==> src/hw/cfr_pkg.sv <==
// constants for the codec front-end configuration register bank
package cfr_pkg;
  localparam logic [11:0] ATC_OFFSET   = 12'h000;
  localparam logic [11:0] ARC_OFFSET   = 12'h004;
  localparam logic [11:0] TFC_OFFSET   = 12'h008;
  localparam logic [11:0] SIC_OFFSET   = 12'h00c;
  localparam logic [11:0] TSC_OFFSET   = 12'h010;
  localparam logic [11:0] CTL_OFFSET   = 12'h014;
  localparam logic [11:0] STA_OFFSET   = 12'h018;
  localparam logic [7:0]  REG_RESET    = 8'h00;
  localparam int          MIC_LSB      = 4;
  localparam int          VREF_BIT     = 3;
  localparam int          MUX_LSB      = 0;
  localparam int          HSET_LSB     = 5;
  localparam int          CLAMP_BIT    = 4;
  localparam int          SPK_LSB      = 0;
  localparam int          PZST_BIT     = 6;
  localparam int          ALOOP_LSB    = 3;
  localparam int          DLOOP_LSB    = 0;
  localparam int          ODB_BIT      = 4;
  localparam int          ODA_BIT      = 3;
  localparam int          DCE_BIT      = 2;
  localparam int          MCR_LSB      = 0;
  localparam int          SLOT_LSB     = 0;
  localparam logic [3:0]  MIC_OFF      = 4'h0;
  localparam logic [3:0]  MIC_MAX      = 4'h8;
  localparam logic [3:0]  MIC_BYP      = 4'hf;
  localparam logic [2:0]  HSET_OFF     = 3'h0;
  localparam logic [2:0]  HSET_MAX     = 3'h5;
  localparam logic [2:0]  HSET_BYP     = 3'h7;
  localparam logic [3:0]  SPK_OFF      = 4'h0;
  localparam logic [3:0]  SPK_CLAMP    = 4'h8;
  localparam logic [3:0]  SPK_MAX      = 4'hc;
  localparam logic [3:0]  SPK_BYP      = 4'hf;
  localparam logic [2:0]  LOOP_MAX     = 3'h4;
  localparam logic [1:0]  MUX_UNUSED   = 2'h3;
  localparam logic [31:0] UNMAPPED_RD  = 32'h00000000;
endpackage : cfr_pkg

==> src/hw/cfr_regs.sv <==
// codec front-end configuration register bank with apb slave and field decode
//
// Decided for this implementation: the APB register port and the placing of the registers.
`timescale 1ns/1ps
`default_nettype none
module cfr_regs (
  input  wire logic        mclk,
  input  wire logic        reset_n,
  input  wire logic        psel,
  input  wire logic        penable,
  input  wire logic        pwrite,
  input  wire logic [11:0] paddr,
  input  wire logic [31:0] pwdata,
  input  wire logic [3:0]  pstrb,
  output logic      [31:0] prdata,
  output logic             pready,
  output logic             pslverr,
  input  wire logic        global_powerup_bit,
  input  wire logic        speakerphone_mode_bit,
  input  wire logic        serial_data_interface,
  input  wire logic        transmit_speech_in,
  input  wire logic        sp_idle_in,
  input  wire logic        sp_tx_active_in,
  input  wire logic        piezo_tone_a,
  input  wire logic        piezo_tone_b,
  output logic      [3:0]  mic_gain_code,
  output logic             mic_amp_on,
  output logic             mic_amp_bypass,
  output logic      [1:0]  input_mux_select,
  output logic             reference_on,
  output logic      [2:0]  handset_gain_code,
  output logic             handset_amp_on,
  output logic             handset_amp_bypass,
  output logic      [3:0]  speaker_gain_code,
  output logic             speaker_amp_on,
  output logic             speaker_amp_bypass,
  output logic             piezo_pin_a,
  output logic             piezo_pin_b,
  output logic      [2:0]  analog_loop_select,
  output logic      [2:0]  digital_loop_select,
  output logic             open_drain_enable_a,
  output logic             open_drain_enable_b,
  output logic             clock_double_enable,
  output logic      [2:0]  master_clock_rate,
  output logic      [5:0]  slot_number
);
  logic [7:0] atc_q;
  logic [7:0] arc_q;
  logic [7:0] tfc_q;
  logic [7:0] sic_q;
  logic [7:0] tsc_q;
  logic       sdi_sync1_q;
  logic       sdi_q;
  logic       speech_sync1_q;
  logic       speech_q;
  logic       spm_sync1_q;
  logic       spm_q;
  logic       pu_sync1_q;
  logic       pu_q;
  logic [3:0] piezo_sync1_q;
  logic [3:0] piezo_q;
  logic       wr_en;
  logic       rd_en;
  logic       hit;
  logic [7:0] rd_byte;
  logic [3:0] mic_f;
  logic [2:0] hset_f;
  logic [3:0] spk_f;
  logic [1:0] mux_f;
  logic [2:0] aloop_f;
  logic [2:0] dloop_f;
  logic       clamp_now;
  logic       any_amp_on;
  logic       wr_atc;
  logic       wr_arc;
  logic       wr_tfc;
  logic       wr_sic;
  logic       wr_tsc;
  logic [7:0] status_byte;

  // two-stage capture of asynchronous status inputs
  always_ff @(posedge mclk) begin
    if (!reset_n) begin
      sdi_sync1_q    <= 1'b0;
      sdi_q          <= 1'b0;
      speech_sync1_q <= 1'b0;
      speech_q       <= 1'b0;
      spm_sync1_q    <= 1'b0;
      spm_q          <= 1'b0;
      pu_sync1_q     <= 1'b0;
      pu_q           <= 1'b0;
    end else begin
      sdi_sync1_q    <= serial_data_interface;
      sdi_q          <= sdi_sync1_q;
      speech_sync1_q <= transmit_speech_in;
      speech_q       <= speech_sync1_q;
      spm_sync1_q    <= speakerphone_mode_bit;
      spm_q          <= spm_sync1_q;
      pu_sync1_q     <= global_powerup_bit;
      pu_q           <= pu_sync1_q;
    end
  end

  // two-stage capture of piezo tone and speakerphone status inputs
  always_ff @(posedge mclk) begin
    if (!reset_n) begin
      piezo_sync1_q <= 4'h0;
      piezo_q       <= 4'h0;
    end else begin
      piezo_sync1_q <= {sp_tx_active_in, sp_idle_in, piezo_tone_b, piezo_tone_a};
      piezo_q       <= piezo_sync1_q;
    end
  end

  // apb decode; zero-wait answer, read data captured in the setup cycle
  assign pready  = 1'b1;
  assign wr_en   = psel && penable && pwrite && pstrb[0];
  assign rd_en   = psel && !penable && !pwrite;

  // per-register write strobes
  assign wr_atc  = wr_en && (paddr == cfr_pkg::ATC_OFFSET);
  assign wr_arc  = wr_en && (paddr == cfr_pkg::ARC_OFFSET);
  assign wr_tfc  = wr_en && (paddr == cfr_pkg::TFC_OFFSET);
  assign wr_sic  = wr_en && (paddr == cfr_pkg::SIC_OFFSET);
  assign wr_tsc  = wr_en && (paddr == cfr_pkg::TSC_OFFSET);
  assign status_byte = {4'h0, clamp_now, speech_q, spm_q, sdi_q};

  always_comb begin
    hit     = 1'b1;
    rd_byte = 8'h00;
    case (paddr)
      cfr_pkg::ATC_OFFSET: rd_byte = atc_q;
      cfr_pkg::ARC_OFFSET: rd_byte = arc_q;
      cfr_pkg::TFC_OFFSET: rd_byte = tfc_q;
      cfr_pkg::SIC_OFFSET: rd_byte = sic_q;
      cfr_pkg::TSC_OFFSET: rd_byte = tsc_q;
      cfr_pkg::STA_OFFSET: rd_byte = status_byte;
      default:             hit     = 1'b0;
    endcase
  end

  assign pslverr = psel && penable && !hit;

  always_ff @(posedge mclk) begin
    if (!reset_n) begin
      prdata <= cfr_pkg::UNMAPPED_RD;
    end else if (rd_en) begin
      prdata <= {24'h000000, rd_byte};
    end
  end

  // register storage; each register clears to 00h on reset
  always_ff @(posedge mclk) begin
    if (!reset_n) begin
      atc_q <= cfr_pkg::REG_RESET;
    end else if (wr_atc) begin
      atc_q <= {pwdata[7:4], pwdata[3], 1'b0, pwdata[1:0]};
    end
  end

  always_ff @(posedge mclk) begin
    if (!reset_n) begin
      arc_q <= cfr_pkg::REG_RESET;
    end else if (wr_arc) begin
      arc_q <= pwdata[7:0];
    end
  end

  always_ff @(posedge mclk) begin
    if (!reset_n) begin
      tfc_q <= cfr_pkg::REG_RESET;
    end else if (wr_tfc) begin
      tfc_q <= {1'b0, pwdata[6:0]};
    end
  end

  always_ff @(posedge mclk) begin
    if (!reset_n) begin
      sic_q <= cfr_pkg::REG_RESET;
    end else if (wr_sic) begin
      sic_q <= {3'h0, pwdata[4:0]};
    end
  end

  always_ff @(posedge mclk) begin
    if (!reset_n) begin
      tsc_q <= cfr_pkg::REG_RESET;
    end else if (wr_tsc) begin
      tsc_q <= {2'h0, pwdata[5:0]};
    end
  end

  assign mic_f   = atc_q[cfr_pkg::MIC_LSB +: 4];
  assign mux_f   = atc_q[cfr_pkg::MUX_LSB +: 2];
  assign hset_f  = arc_q[cfr_pkg::HSET_LSB +: 3];
  assign spk_f   = arc_q[cfr_pkg::SPK_LSB +: 4];
  assign aloop_f = tfc_q[cfr_pkg::ALOOP_LSB +: 3];
  assign dloop_f = tfc_q[cfr_pkg::DLOOP_LSB +: 3];

  // clamp when speakerphone, monitoring on, speech, and gain above -9.5 dB
  assign clamp_now = spm_q && arc_q[cfr_pkg::CLAMP_BIT] && speech_q &&
                     (spk_f != cfr_pkg::SPK_OFF) && (spk_f < cfr_pkg::SPK_CLAMP);

  assign any_amp_on = mic_amp_on || handset_amp_on || speaker_amp_on;

  // microphone amplifier decode; unlisted codes power down
  always_ff @(posedge mclk) begin
    if (!reset_n) begin
      mic_gain_code  <= cfr_pkg::MIC_OFF;
      mic_amp_on     <= 1'b0;
      mic_amp_bypass <= 1'b0;
    end else begin
      mic_gain_code  <= (mic_f <= cfr_pkg::MIC_MAX) ? mic_f : cfr_pkg::MIC_OFF;
      mic_amp_on     <= (mic_f != cfr_pkg::MIC_OFF) &&
                        ((mic_f <= cfr_pkg::MIC_MAX) || (mic_f == cfr_pkg::MIC_BYP));
      mic_amp_bypass <= (mic_f == cfr_pkg::MIC_BYP);
    end
  end

  // input multiplexer; unused code falls back to pair a
  always_ff @(posedge mclk) begin
    if (!reset_n) begin
      input_mux_select <= 2'h0;
    end else begin
      input_mux_select <= (mux_f == cfr_pkg::MUX_UNUSED) ? 2'h0 : mux_f;
    end
  end

  // reference buffer: forced on, or powerup with a live amplifier
  always_ff @(posedge mclk) begin
    if (!reset_n) begin
      reference_on <= 1'b0;
    end else begin
      reference_on <= atc_q[cfr_pkg::VREF_BIT] || (pu_q && any_amp_on);
    end
  end

  // handset amplifier decode; unlisted codes power down
  always_ff @(posedge mclk) begin
    if (!reset_n) begin
      handset_gain_code  <= cfr_pkg::HSET_OFF;
      handset_amp_on     <= 1'b0;
      handset_amp_bypass <= 1'b0;
    end else begin
      handset_gain_code  <= (hset_f <= cfr_pkg::HSET_MAX) ? hset_f : cfr_pkg::HSET_OFF;
      handset_amp_on     <= (hset_f != cfr_pkg::HSET_OFF) &&
                            ((hset_f <= cfr_pkg::HSET_MAX) || (hset_f == cfr_pkg::HSET_BYP));
      handset_amp_bypass <= (hset_f == cfr_pkg::HSET_BYP);
    end
  end

  // speaker amplifier decode with speakerphone clamp
  always_ff @(posedge mclk) begin
    if (!reset_n) begin
      speaker_gain_code  <= cfr_pkg::SPK_OFF;
      speaker_amp_on     <= 1'b0;
      speaker_amp_bypass <= 1'b0;
    end else begin
      if (clamp_now) begin
        speaker_gain_code <= cfr_pkg::SPK_CLAMP;
      end else begin
        speaker_gain_code <= (spk_f <= cfr_pkg::SPK_MAX) ? spk_f : cfr_pkg::SPK_OFF;
      end
      speaker_amp_on     <= (spk_f != cfr_pkg::SPK_OFF) &&
                            ((spk_f <= cfr_pkg::SPK_MAX) || (spk_f == cfr_pkg::SPK_BYP));
      speaker_amp_bypass <= (spk_f == cfr_pkg::SPK_BYP) && !clamp_now;
    end
  end

  // loop and test selects; unlisted codes mean no test
  always_ff @(posedge mclk) begin
    if (!reset_n) begin
      analog_loop_select  <= 3'h0;
      digital_loop_select <= 3'h0;
    end else begin
      analog_loop_select  <= (aloop_f <= cfr_pkg::LOOP_MAX) ? aloop_f : 3'h0;
      digital_loop_select <= (dloop_f <= cfr_pkg::LOOP_MAX) ? dloop_f : 3'h0;
    end
  end

  // first piezo pin: idle status or tone
  always_ff @(posedge mclk) begin
    if (!reset_n) begin
      piezo_pin_a <= 1'b0;
    end else if (tfc_q[cfr_pkg::PZST_BIT]) begin
      piezo_pin_a <= piezo_q[2];
    end else begin
      piezo_pin_a <= piezo_q[0];
    end
  end

  // second piezo pin: transmit-active status or tone
  always_ff @(posedge mclk) begin
    if (!reset_n) begin
      piezo_pin_b <= 1'b0;
    end else if (tfc_q[cfr_pkg::PZST_BIT]) begin
      piezo_pin_b <= piezo_q[3];
    end else begin
      piezo_pin_b <= piezo_q[1];
    end
  end

  // serial interface fields gated by serial data interface mode
  always_ff @(posedge mclk) begin
    if (!reset_n) begin
      open_drain_enable_a <= 1'b0;
      open_drain_enable_b <= 1'b0;
      clock_double_enable <= 1'b0;
      master_clock_rate   <= 3'h0;
    end else if (sdi_q) begin
      open_drain_enable_a <= sic_q[cfr_pkg::ODA_BIT];
      open_drain_enable_b <= sic_q[cfr_pkg::ODB_BIT];
      clock_double_enable <= sic_q[cfr_pkg::DCE_BIT];
      master_clock_rate   <= sic_q[cfr_pkg::MCR_LSB +: 3];
    end else begin
      open_drain_enable_a <= 1'b0;
      open_drain_enable_b <= 1'b0;
      clock_double_enable <= 1'b0;
      master_clock_rate   <= 3'h0;
    end
  end

  // time-slot number, only in serial data interface mode
  always_ff @(posedge mclk) begin
    if (!reset_n) begin
      slot_number <= 6'h00;
    end else if (sdi_q) begin
      slot_number <= tsc_q[cfr_pkg::SLOT_LSB +: 6];
    end else begin
      slot_number <= 6'h00;
    end
  end
endmodule : cfr_regs
`default_nettype wire

==> config.mk <==
export PLATFORM = sky130hd
export DESIGN_NAME = cfr_regs
export DESIGN_NICKNAME = d
export VERILOG_FILES = /design/src/hw/cfr_pkg.sv /design/src/hw/cfr_regs.sv
export SDC_FILE = /design/constraint.sdc
export NUM_CORES = 1
export LEC_CHECK = 0
export BUFFER_PORTS_ARGS = -buffer_cell sky130_fd_sc_hd__buf_2
export CAP_MARGIN = 25
export CORE_UTILIZATION = 50
export CTS_BUF_LIST = sky130_fd_sc_hd__clkbuf_16
export DETAILED_ROUTE_END_ITERATION = 12
export PLACE_DENSITY = 0.8
export SYNTH_ARGS = -nofsm -noshare
export SYNTH_HDL_FRONTEND = slang
export SYNTH_SLANG_ARGS = --single-unit
==> constraint.sdc <==
create_clock -name mclk -period 2.6 [get_ports mclk]
set_input_delay 0.26 -clock mclk [delete_from_list [all_inputs] [get_ports mclk]]
set_output_delay 0.26 -clock mclk [all_outputs]
set_load 0.02 [all_outputs]
==> metrics.txt, run 1 <==
outcome finished clean; register share of total power a little over half; FP Rows 31; Cells after DPL 532; Boundary Pins roughly 140; Crit path top cell by count buf_2; H-tree depth 3; EDFF count, synth 0; leakage power around 2.1 nW; share of cells above drive strength 1 between 20% and 30%; Rel. slew slack approximately 56%; Startpoint Class input pin; Final min period ~1900 ps; GPL Wtd Cong around 0.84; Area Overhead vs Synth 16.77%; dpl hpwl about 5.2 mm; effective utilization at floorplan between 50% and 60%; setup_tns 0 ps; synthesized area per cell around 10 sq um; Hold Path Class input pin to flop; Die Span Y between 80 and 90 microns; ys async rst share 0%; Int Pwr 2.170 mW; worst-case clock skew 8.301 ps; Mapped Cells between 300 and 400; Seq/Total Area, Yosys roughly half; max cap viols 0; max incr delay on CP between 500 and 600 ps; Core Footprint 7214 sq um; Sequential Area slightly below 2000 sq um; R2R Setup Slk around 1100 ps; clk buf depth 2; Tot GR Track Use between 10% and 20%; post-synthesis register bit count 96; power per standard cell area 645.6 nW/um^2; Port Buffer Count just over 80; Vias ~2.7k; clock root buffer clkbuf_16; crit path kind input pin to output pin; Final period util a little under three quarters; cell breakdown of the critical path buf_2 -> or4_4 -> nor3_2 -> a21oi_1 -> buf_2; area occupied by multi-input gates 1597 sq um; die width 88.39 microns; first-pass GRT wire length around 11 mm; Synth Warn # 0; WL per Instance ~13 microns; arrival time worst endpoint approximately 1600 ps; CP Max Fanout 5; number of global-route vias before repair ~2.4k; crit path capture type output pin; clk sinks 96; fin util 60.39%; CTS buffer count 9; final setup fails 0; Comb pwr share under 10%; post-layout net count ~510; worst vdd ir approximately 0.45 mV; pin count of the biggest net entering global routing 44; RSZ-0062 raised after global routing false; antenna viol nets, final 0; Slew Viols, Final 0; number of vias per cell around 5.0; DRC Markers 0; grt ovf 0; Clk Latency, worst-skew pair between 300 and 400 ps; Switching Fraction between 20% and 30%; post-CTS sizing 0; CTS Hold Bufs 0; fmax ~540 MHz; Layout fillers slightly above 600; die area a little under 8000 sq um; CTS tree yes; initial antenna violation count 0; Clk pwr share between 40 and 50%; WP data required 2340 ps; Post-CTS Repair Setup Buffers 0; CTS clock-pin slew for the worst setup and hold paths roughly 60 ps; ys flop type dfxtp_1; Slew @ Worst Pin between 600 and 700 ps; cell area after synthesis about 3700 sq um; final cell count without fillers about 550; wirelength, routed 7.253 mm; DRT Pass-1 Iters 4; Psw 0.6427 mW; Synth cell types slightly above 50; most common cell after layout, fill and taps aside dfxtp_1; CP max-delay cell or4_4; final-report hold violation count 0; Initial DRC Count approximately 160; # diodes 0; most frequent cells in the layout dfxtp_1, buf_2, nand2_1
[worst paths after layout]
| kind | startpoint | end | cells after the start |
|---|---|---|---|
| worst min register to register | spm_sync1_q$_SDFF_PN0_ | spm_q$_SDFF_PN0_ | 1 |
| worst max register to register | arc_q[3]$_SDFFE_PN0P_ | prdata[3]$_SDFFE_PN0P_ | 4 |
| worst min-delay path | piezo_tone_b | piezo_sync1_q[1]$_SDFF_PN0_ | 2 |
| worst max-delay path | paddr[7] | pslverr | 5 |
[area by class of cell]
| class | count | share of cell area [%] |
|---|---|---|
| clock inverter | 7 | 1.120 |
| sequential | 96 | 44.11 |
| timing repair buffer | 84 | 9.764 |
| tap | 99 | 2.843 |
| clock buffer | 9 | 5.169 |
| multi-input combinational | 249 | 36.65 |
| inverter | 4 | 0.3446 |
[power by group through the flow]
stage | Clock, mW | Sequential, mW | Combinational, mW
after detailed placement | 0 | 1.52 | 0.136
final | 1.19 | 1.49 | 0.137
after global placement | 0 | 1.52 | 0.134
after floorplan | 0 | 1.52 | 0.126
after global routing | 1.27 | 1.49 | 0.152
after CTS | 1.21 | 1.49 | 0.137
[sequential cells by signal (all words and copies together), names as in the netlist, 5 cells and up]
| register | cells |
|---|---|
| tsc_q | 6 |
| tfc_q | 7 |
| arc_q | 8 |
| atc_q | 7 |
| prdata | 8 |
| sic_q | 5 |
| slot_number | 6 |
[metrics by stage]
step           power, mW  cell area, sq um  hold slack [ps]  worst slack [ps]
6_report           2.813              4357            128.6             748.2
5_1_grt            2.910              4357            131.0             705.6
3_5_place_dp       1.656              4083            419.1             505.2
3_3_place_gp       1.654              4083            413.5             533.0
2_1_floorplan      1.645              3817            387.3             788.9
4_1_cts            2.836              4357            121.2             742.6
[worst max-delay path, delay by kind of cell]
family / cells / cell delay, ps
AOI/OAI and AO/OA: 1 / 110
buffers and inverters: 2 / 280
and+or+nand+nor: 2 / 940
[logic make-up (layout without fill, tap and decap cells)]
kind of cell,Yosys count,after routing,synth area share (%)
multiplexers,45,45,12.84
AND/OR/NAND/NOR,143,143,20.73
buffers and inverters,52,104,8.014
flip-flops,96,96,51.51
AO/OA/AOI/OAI,35,35,6.473
other,2,25,0.2013
XOR/XNOR,1,1,0.2348
[cell usage after synthesis, types with 2 or more instances]
cell type  count  area share, %
and3b_1        6            1.4
or3_1          2           0.34
o21a_1         3           0.60
buf_4         27            5.4
inv_1          3           0.30
o22ai_1        2           0.34
nand2_1       55            5.5
nor3_1         4           0.54
nand3_2        4            1.1
mux2i_1       40             11
a31oi_1        2           0.34
mux2_2         3           0.91
mux4_2         2            1.2
clkbuf_1      18            1.8
and3_1        11            1.8
nor2_1        14            1.4
a22oi_1        3           0.60
nor2b_1        8            1.3
and2_1        20            3.4
o31a_1         3           0.70
buf_2          2           0.27
conb_1         2           0.20
nand4_1        2           0.34
dfxtp_1       96             52
a21oi_1        4           0.54
o21ai_0        8            1.1
nand3_1        6           0.80
[routing by layer]
metal | GRT usage, % | vias to the layer above | share of wire [%]
li1 | - | 1363 | -
met4 | 9.531 | 0 | 1.7
met3 | 3.918 | 13 | 6.7
met2 | 31.26 | 106 | 46
met1 | 24.15 | 1250 | 45
met5 | 0 | - | 0
Power figures use the tool's default switching activity.
==> run 2, diff against run 1 <==
CORE_UTILIZATION = 49   (was 50)
PLACE_DENSITY = 0.79   (was 0.8)
clock period = 1.8 ns   (was 2.6 ns; I/O delays follow)
==> run 2 against run 1 <==
  * Register-to-register slack lost 780 ps
  * Clock skew decreased by 1.3 ps
  * First-iteration DRC count increased by 26%
  * Largest power group unchanged
  * Combinational power increased by 50%
  * Highest routed layer unchanged
  * Sequential share of layout area decreased by 0.61 points
  * Flip-flop and latch count stayed put
  * Clock-buffer cell count did not move
==> metrics.txt, run 2 (synthesized netlist as in run 1, its figures left out) <==
outcome finished clean; leakage power roughly 2.2 nW; Slew Viols, Final 0; first-pass GRT wire length around 12 mm; power per standard cell area between 900 and 1000 nW/um^2; CP max-delay cell or4_4; launching point of the worst reg2reg path arc_q[3]$_SDFFE_PN0P_; number of global-route vias before repair roughly 2.5k; area occupied by multi-input gates ~1600 sq um; post-layout net count about 500; CTS clock-pin slew for the worst setup and hold paths roughly 60 ps; Final min period ~1600 ps; crit path kind input pin to flop; CTS tree yes; RSZ-0062 raised after global routing false; Sequential Area ~1900 sq um; antenna viol nets, final 0; # diodes 0; dpl hpwl between 5 and 6 mm; Reg2Reg Depth 4; Vias roughly 2.8k; worst-case clock skew 6.958 ps; Initial DRC Count between 150 and 200; Area Overhead vs Synth 18.41%; Core Footprint roughly 7300 sq um; clock root buffer clkbuf_16; Port Buffer Count 82; FP Rows 31; final-report hold violation count 0; R2R Setup Slk between 200 and 300 ps; fmax between 600 and 700 MHz; total power draw approximately 4 mW; family with the most delay on the worst path simple AND/OR/NAND/NOR gates; DRC Markers 0; crit path capture type flop; pin count of the biggest net entering global routing 46; arrival time worst endpoint around 1800 ps; final setup fails 0; die width 89.26 microns; Clk Latency, worst-skew pair around 340 ps; Crit path depth 6; post-CTS sizing 0; most common cell after layout, fill and taps aside dfxtp_1; grt ovf 0; effective utilization at floorplan about half; Boundary Pins approximately 140; CTS buffer count 9; fin util between 60% and 70%; Final period util approximately 88%; Startpoint Class input pin; cell breakdown of the critical path buf_2 -> or4_4 -> nor4_4 -> buf_4 -> and3_2 -> mux2i_1; Post-CTS Repair Setup Buffers 0; clk buf depth 2; CP bufs+invs 2; most frequent cells in the layout dfxtp_1, buf_2, nand2_1; max cap viols 0; share of cells above drive strength 1 a little over a quarter; Critical path origin paddr[7]; GPL Wtd Cong between 0.8 and 0.9; Layout fillers roughly 650; crit path capture sic_q[4]$_SDFFE_PN0P_; WL per Instance 13.86 microns; Tot GR Track Use around a fifth; Die Span Y approximately 90 microns; WP data required 2050 ps; wirelength, routed roughly 7.7 mm; CTS Hold Bufs 0; initial antenna violation count 0; die area approximately 8000 sq um; number of vias per cell roughly 5.1; DRT Pass-1 Iters 4; biggest regs arc_q (8), prdata (8); max incr delay on CP 550 ps; R2R Path End prdata[3]$_SDFFE_PN0P_; H-tree depth 3; clk sinks 96; CP Max Fanout 5; Hold Path Class input pin to flop; worst vdd ir between 0.4 and 0.5 mV
run 2: changes by cell type in the layout (fill, tap and decap cells not counted):
cell | previous run | this run
clkinv_1 | 1 | 2
buf_12 | 0 | 1
inv_1 | 4 | 3
inv_6 | 1 | 2
clkinvlp_4 | 3 | 2
clkinv_2 | 1 | 0
buf_4 | 2 | 8
run 2: worst reg2reg max path, delay by kind of cell (launching register included):
kind / cells / cell delay [ps]
simple gates: 1 / 310
flops: 1 / 380
compound gates: 3 / 750
run 2: final cells by class:
| type | instances | share of cell area, % |
|---|---|---|
| Clock inverter | 6 | 1.020 |
| Inverter | 4 | 0.3398 |
| Clock buffer | 9 | 5.098 |
| Multi-Input combinational cell | 249 | 36.14 |
| Timing Repair Buffer | 91 | 11.10 |
| Tap cell | 99 | 2.804 |
| Sequential cell | 96 | 43.50 |
run 2: worst min-delay path by stage:
stage | start | to | slack (ps) | depth (start not counted)
final | piezo_tone_b | piezo_sync1_q[1]$_SDFF_PN0_ | 50 | 2
after floorplan | piezo_tone_a | piezo_sync1_q[0]$_SDFF_PN0_ | 310 | 1
after global routing | piezo_tone_a | piezo_sync1_q[0]$_SDFF_PN0_ | 50 | 2
after CTS | piezo_tone_b | piezo_sync1_q[1]$_SDFF_PN0_ | 40 | 2
after global placement | sp_tx_active_in | piezo_sync1_q[3]$_SDFF_PN0_ | 380 | 2
after detailed placement | speakerphone_mode_bit | spm_sync1_q$_SDFF_PN0_ | 390 | 2
run 2: through the flow:
stage	hold slack, ps	cells	setup slack, ps	setup TNS, ps	area (sq um)
CTS	40.46	554	204.7	0	4418
floorplan	307.3	397	68.85	0	3817
finish	45.86	554	208.9	0	4418
global route	45.54	554	130.6	0	4418
global placement	384.9	539	-58.86	-1305	4148
detailed placement	388.1	539	-84.99	-1683	4148
run 2: power by group:
group / total (mW) / leakage [nW] / switching (mW) / internal [mW]
sequential: 2.15 / 0.777 / 0.00770 / 2.14
combinational: 0.205 / 1.26 / 0.141 / 0.0641
clock: 1.73 / 0.126 / 0.791 / 0.935
run 2: routing by layer:
layer,part of all wire [%],global-route usage [%]
met5,0,0
met4,1.7,8.225
met3,7.5,4.432
met2,48,32.13
met1,43,26.31
==> run 3, diff against run 2 <==
==> constraint.sdc (replaced) <==
create_clock -name mclk -period 1.8 [get_ports mclk]
set_input_delay 0.27 -clock mclk [delete_from_list [all_inputs] [get_ports mclk]]
set_output_delay 0.27 -clock mclk [all_outputs]
set_load 0.02 [all_outputs]
==> run 3 against run 2 <==
  * Clock skew shrank 1.5 ps
  * Clock power grew 16%
  * Flip-flop and latch count is the same
  * Power grew 6.9%
  * Final area grew 1.7%
==> metrics.txt, run 3 (synthesized netlist as in run 1, its figures left out) <==
family with the most delay on the worst path simple AND/OR/NAND/NOR gates; DRT Pass-1 Iters 4; power per standard cell area between 900 and 1000 nW/um^2; number of vias per cell about 5.0; CTS clock-pin slew for the worst setup and hold paths roughly 60 ps; Hold Path Class input pin to flop; CP Max Fanout 4; Cells after DPL 541; dpl hpwl around 5.3 mm; Clk pwr share a little under half; WP data required 1530 ps; H-tree depth 3; Comb pwr share 4.8%; final setup fails 0; first-pass GRT wire length approximately 11 mm; biggest regs arc_q (8), prdata (8); CTS Hold Bufs 0; DP Area roughly 4200 sq um; CP bufs+invs 2; most common cell after layout, fill and taps aside dfxtp_1; Vias around 2.8k; final cell count without fillers roughly 560; Die Span Y between 80 and 90 microns; register share of total power ~50%; initial antenna violation count 0; Switching Fraction between 20 and 25%; outcome finished clean; effective utilization at floorplan 51.17%; final-report hold violation count 0; # diodes 0; CTS tree yes; worst-case clock skew approximately 5.5 ps; Area Overhead vs Synth 20.42%; pin count of the biggest net entering global routing 56; Place WS -183.4 ps; cell breakdown of the critical path buf_2 -> or4_4 -> nor3_4 -> a21oi_1 -> buf_2; crit path capture type output pin; worst vdd ir roughly 0.53 mV; wirelength, routed 7.555 mm; Int Pwr 3.425 mW; FP Rows 31; clk sinks 96; clk buf depth 2; Clk Latency, worst-skew pair around 340 ps; fmax ~580 MHz; number of global-route vias before repair ~2.4k; max cap viols 0; Post-CTS Repair Setup Buffers 0; Startpoint Class input pin; Port Buffer Count around 80; most frequent cells in the layout dfxtp_1, buf_2, nand2_1; antenna viol nets, final 0; Slew Viols, Final 0; die width 89.26 microns; share of cells above drive strength 1 a little over a quarter; Crit path top cell by count buf_2; CP max-delay cell or4_4; final instance area 4493 sq um; max incr delay on CP roughly 560 ps; Final min period approximately 1700 ps; Boundary Pins 135; Core Footprint ~7300 sq um; arrival time worst endpoint between 1000 and 1500 ps; Final period util between 90% and 100%; leakage power 2.215 nW; grt ovf 0; RSZ-0062 raised after global routing false; Initial DRC Count 150; post-layout net count 514; die area between 7000 and 8000 sq um; Tot GR Track Use about a fifth; post-route setup slack around 75 ps; WL per Instance 13.56 microns; DRC Markers 0; clock root buffer clkbuf_16; Psw roughly 0.94 mW; CTS buffer count 9; crit path kind input pin to output pin; GPL Wtd Cong a little over 0.8
run 3: stage by stage:
step                      setup TNS, ps  total power, mW  hold WS (ps)  utilization (%)
after floorplan                  -143.7            2.376         397.3                -
after global placement            -4073            2.398         413.6            57.14
after detailed placement          -4680            2.401         422.6            57.14
after CTS                             0            4.394         125.4            61.53
after global routing                  0            4.506         127.0            61.62
final                                 0            4.362         135.8            61.62
run 3: cell type report:
class / instances / area [sq um]
timing repair buffer: 93 / 505.5
inverter: 4 / 15.01
sequential: 96 / 1922
clock inverter: 7 / 95.09
multi-input combinational: 249 / 1607
fill: 618 / 2799
tap: 99 / 123.9
clock buffer: 9 / 225.2
run 3: power groups by stage:
stage,sequential (mW),clock [mW],combinational (mW)
after floorplan,2.19,0,0.182
after global placement,2.19,0,0.204
after detailed placement,2.19,0,0.207
after CTS,2.15,2.04,0.208
after global routing,2.15,2.13,0.231
final,2.15,2.01,0.210
run 3: path summary, 6_finish.rpt:
path	slack, ps	cells after the start	to	startpoint
setup / recovery	80	5	pslverr	paddr[7]
hold / removal	140	2	piezo_sync1_q[1]$_SDFF_PN0_	piezo_tone_b
setup reg to reg	240	4	prdata[3]$_SDFFE_PN0P_	arc_q[3]$_SDFFE_PN0P_
hold reg to reg	430	1	piezo_q[2]$_SDFF_PN0_	piezo_sync1_q[2]$_SDFF_PN0_
run 3: per-layer routing:
| layer | share of wire (%) | track usage, % | vias to the layer above |
|---|---|---|---|
| met5 | 0 | 0 | - |
| met4 | 1.5 | 8.225 | 0 |
| met3 | 6.4 | 5.263 | 9 |
| met2 | 48 | 31.71 | 100 |
| met1 | 44 | 24.91 | 1289 |
| li1 | - | - | 1384 |
run 3: timing repair:
| action | 4_1_cts | 5_1_grt |
|---|---|---|
| setup endpoints to repair | 0 | 2 |
| gates resized for setup | 0 | 2 |
| hold endpoints to repair | 0 | 0 |
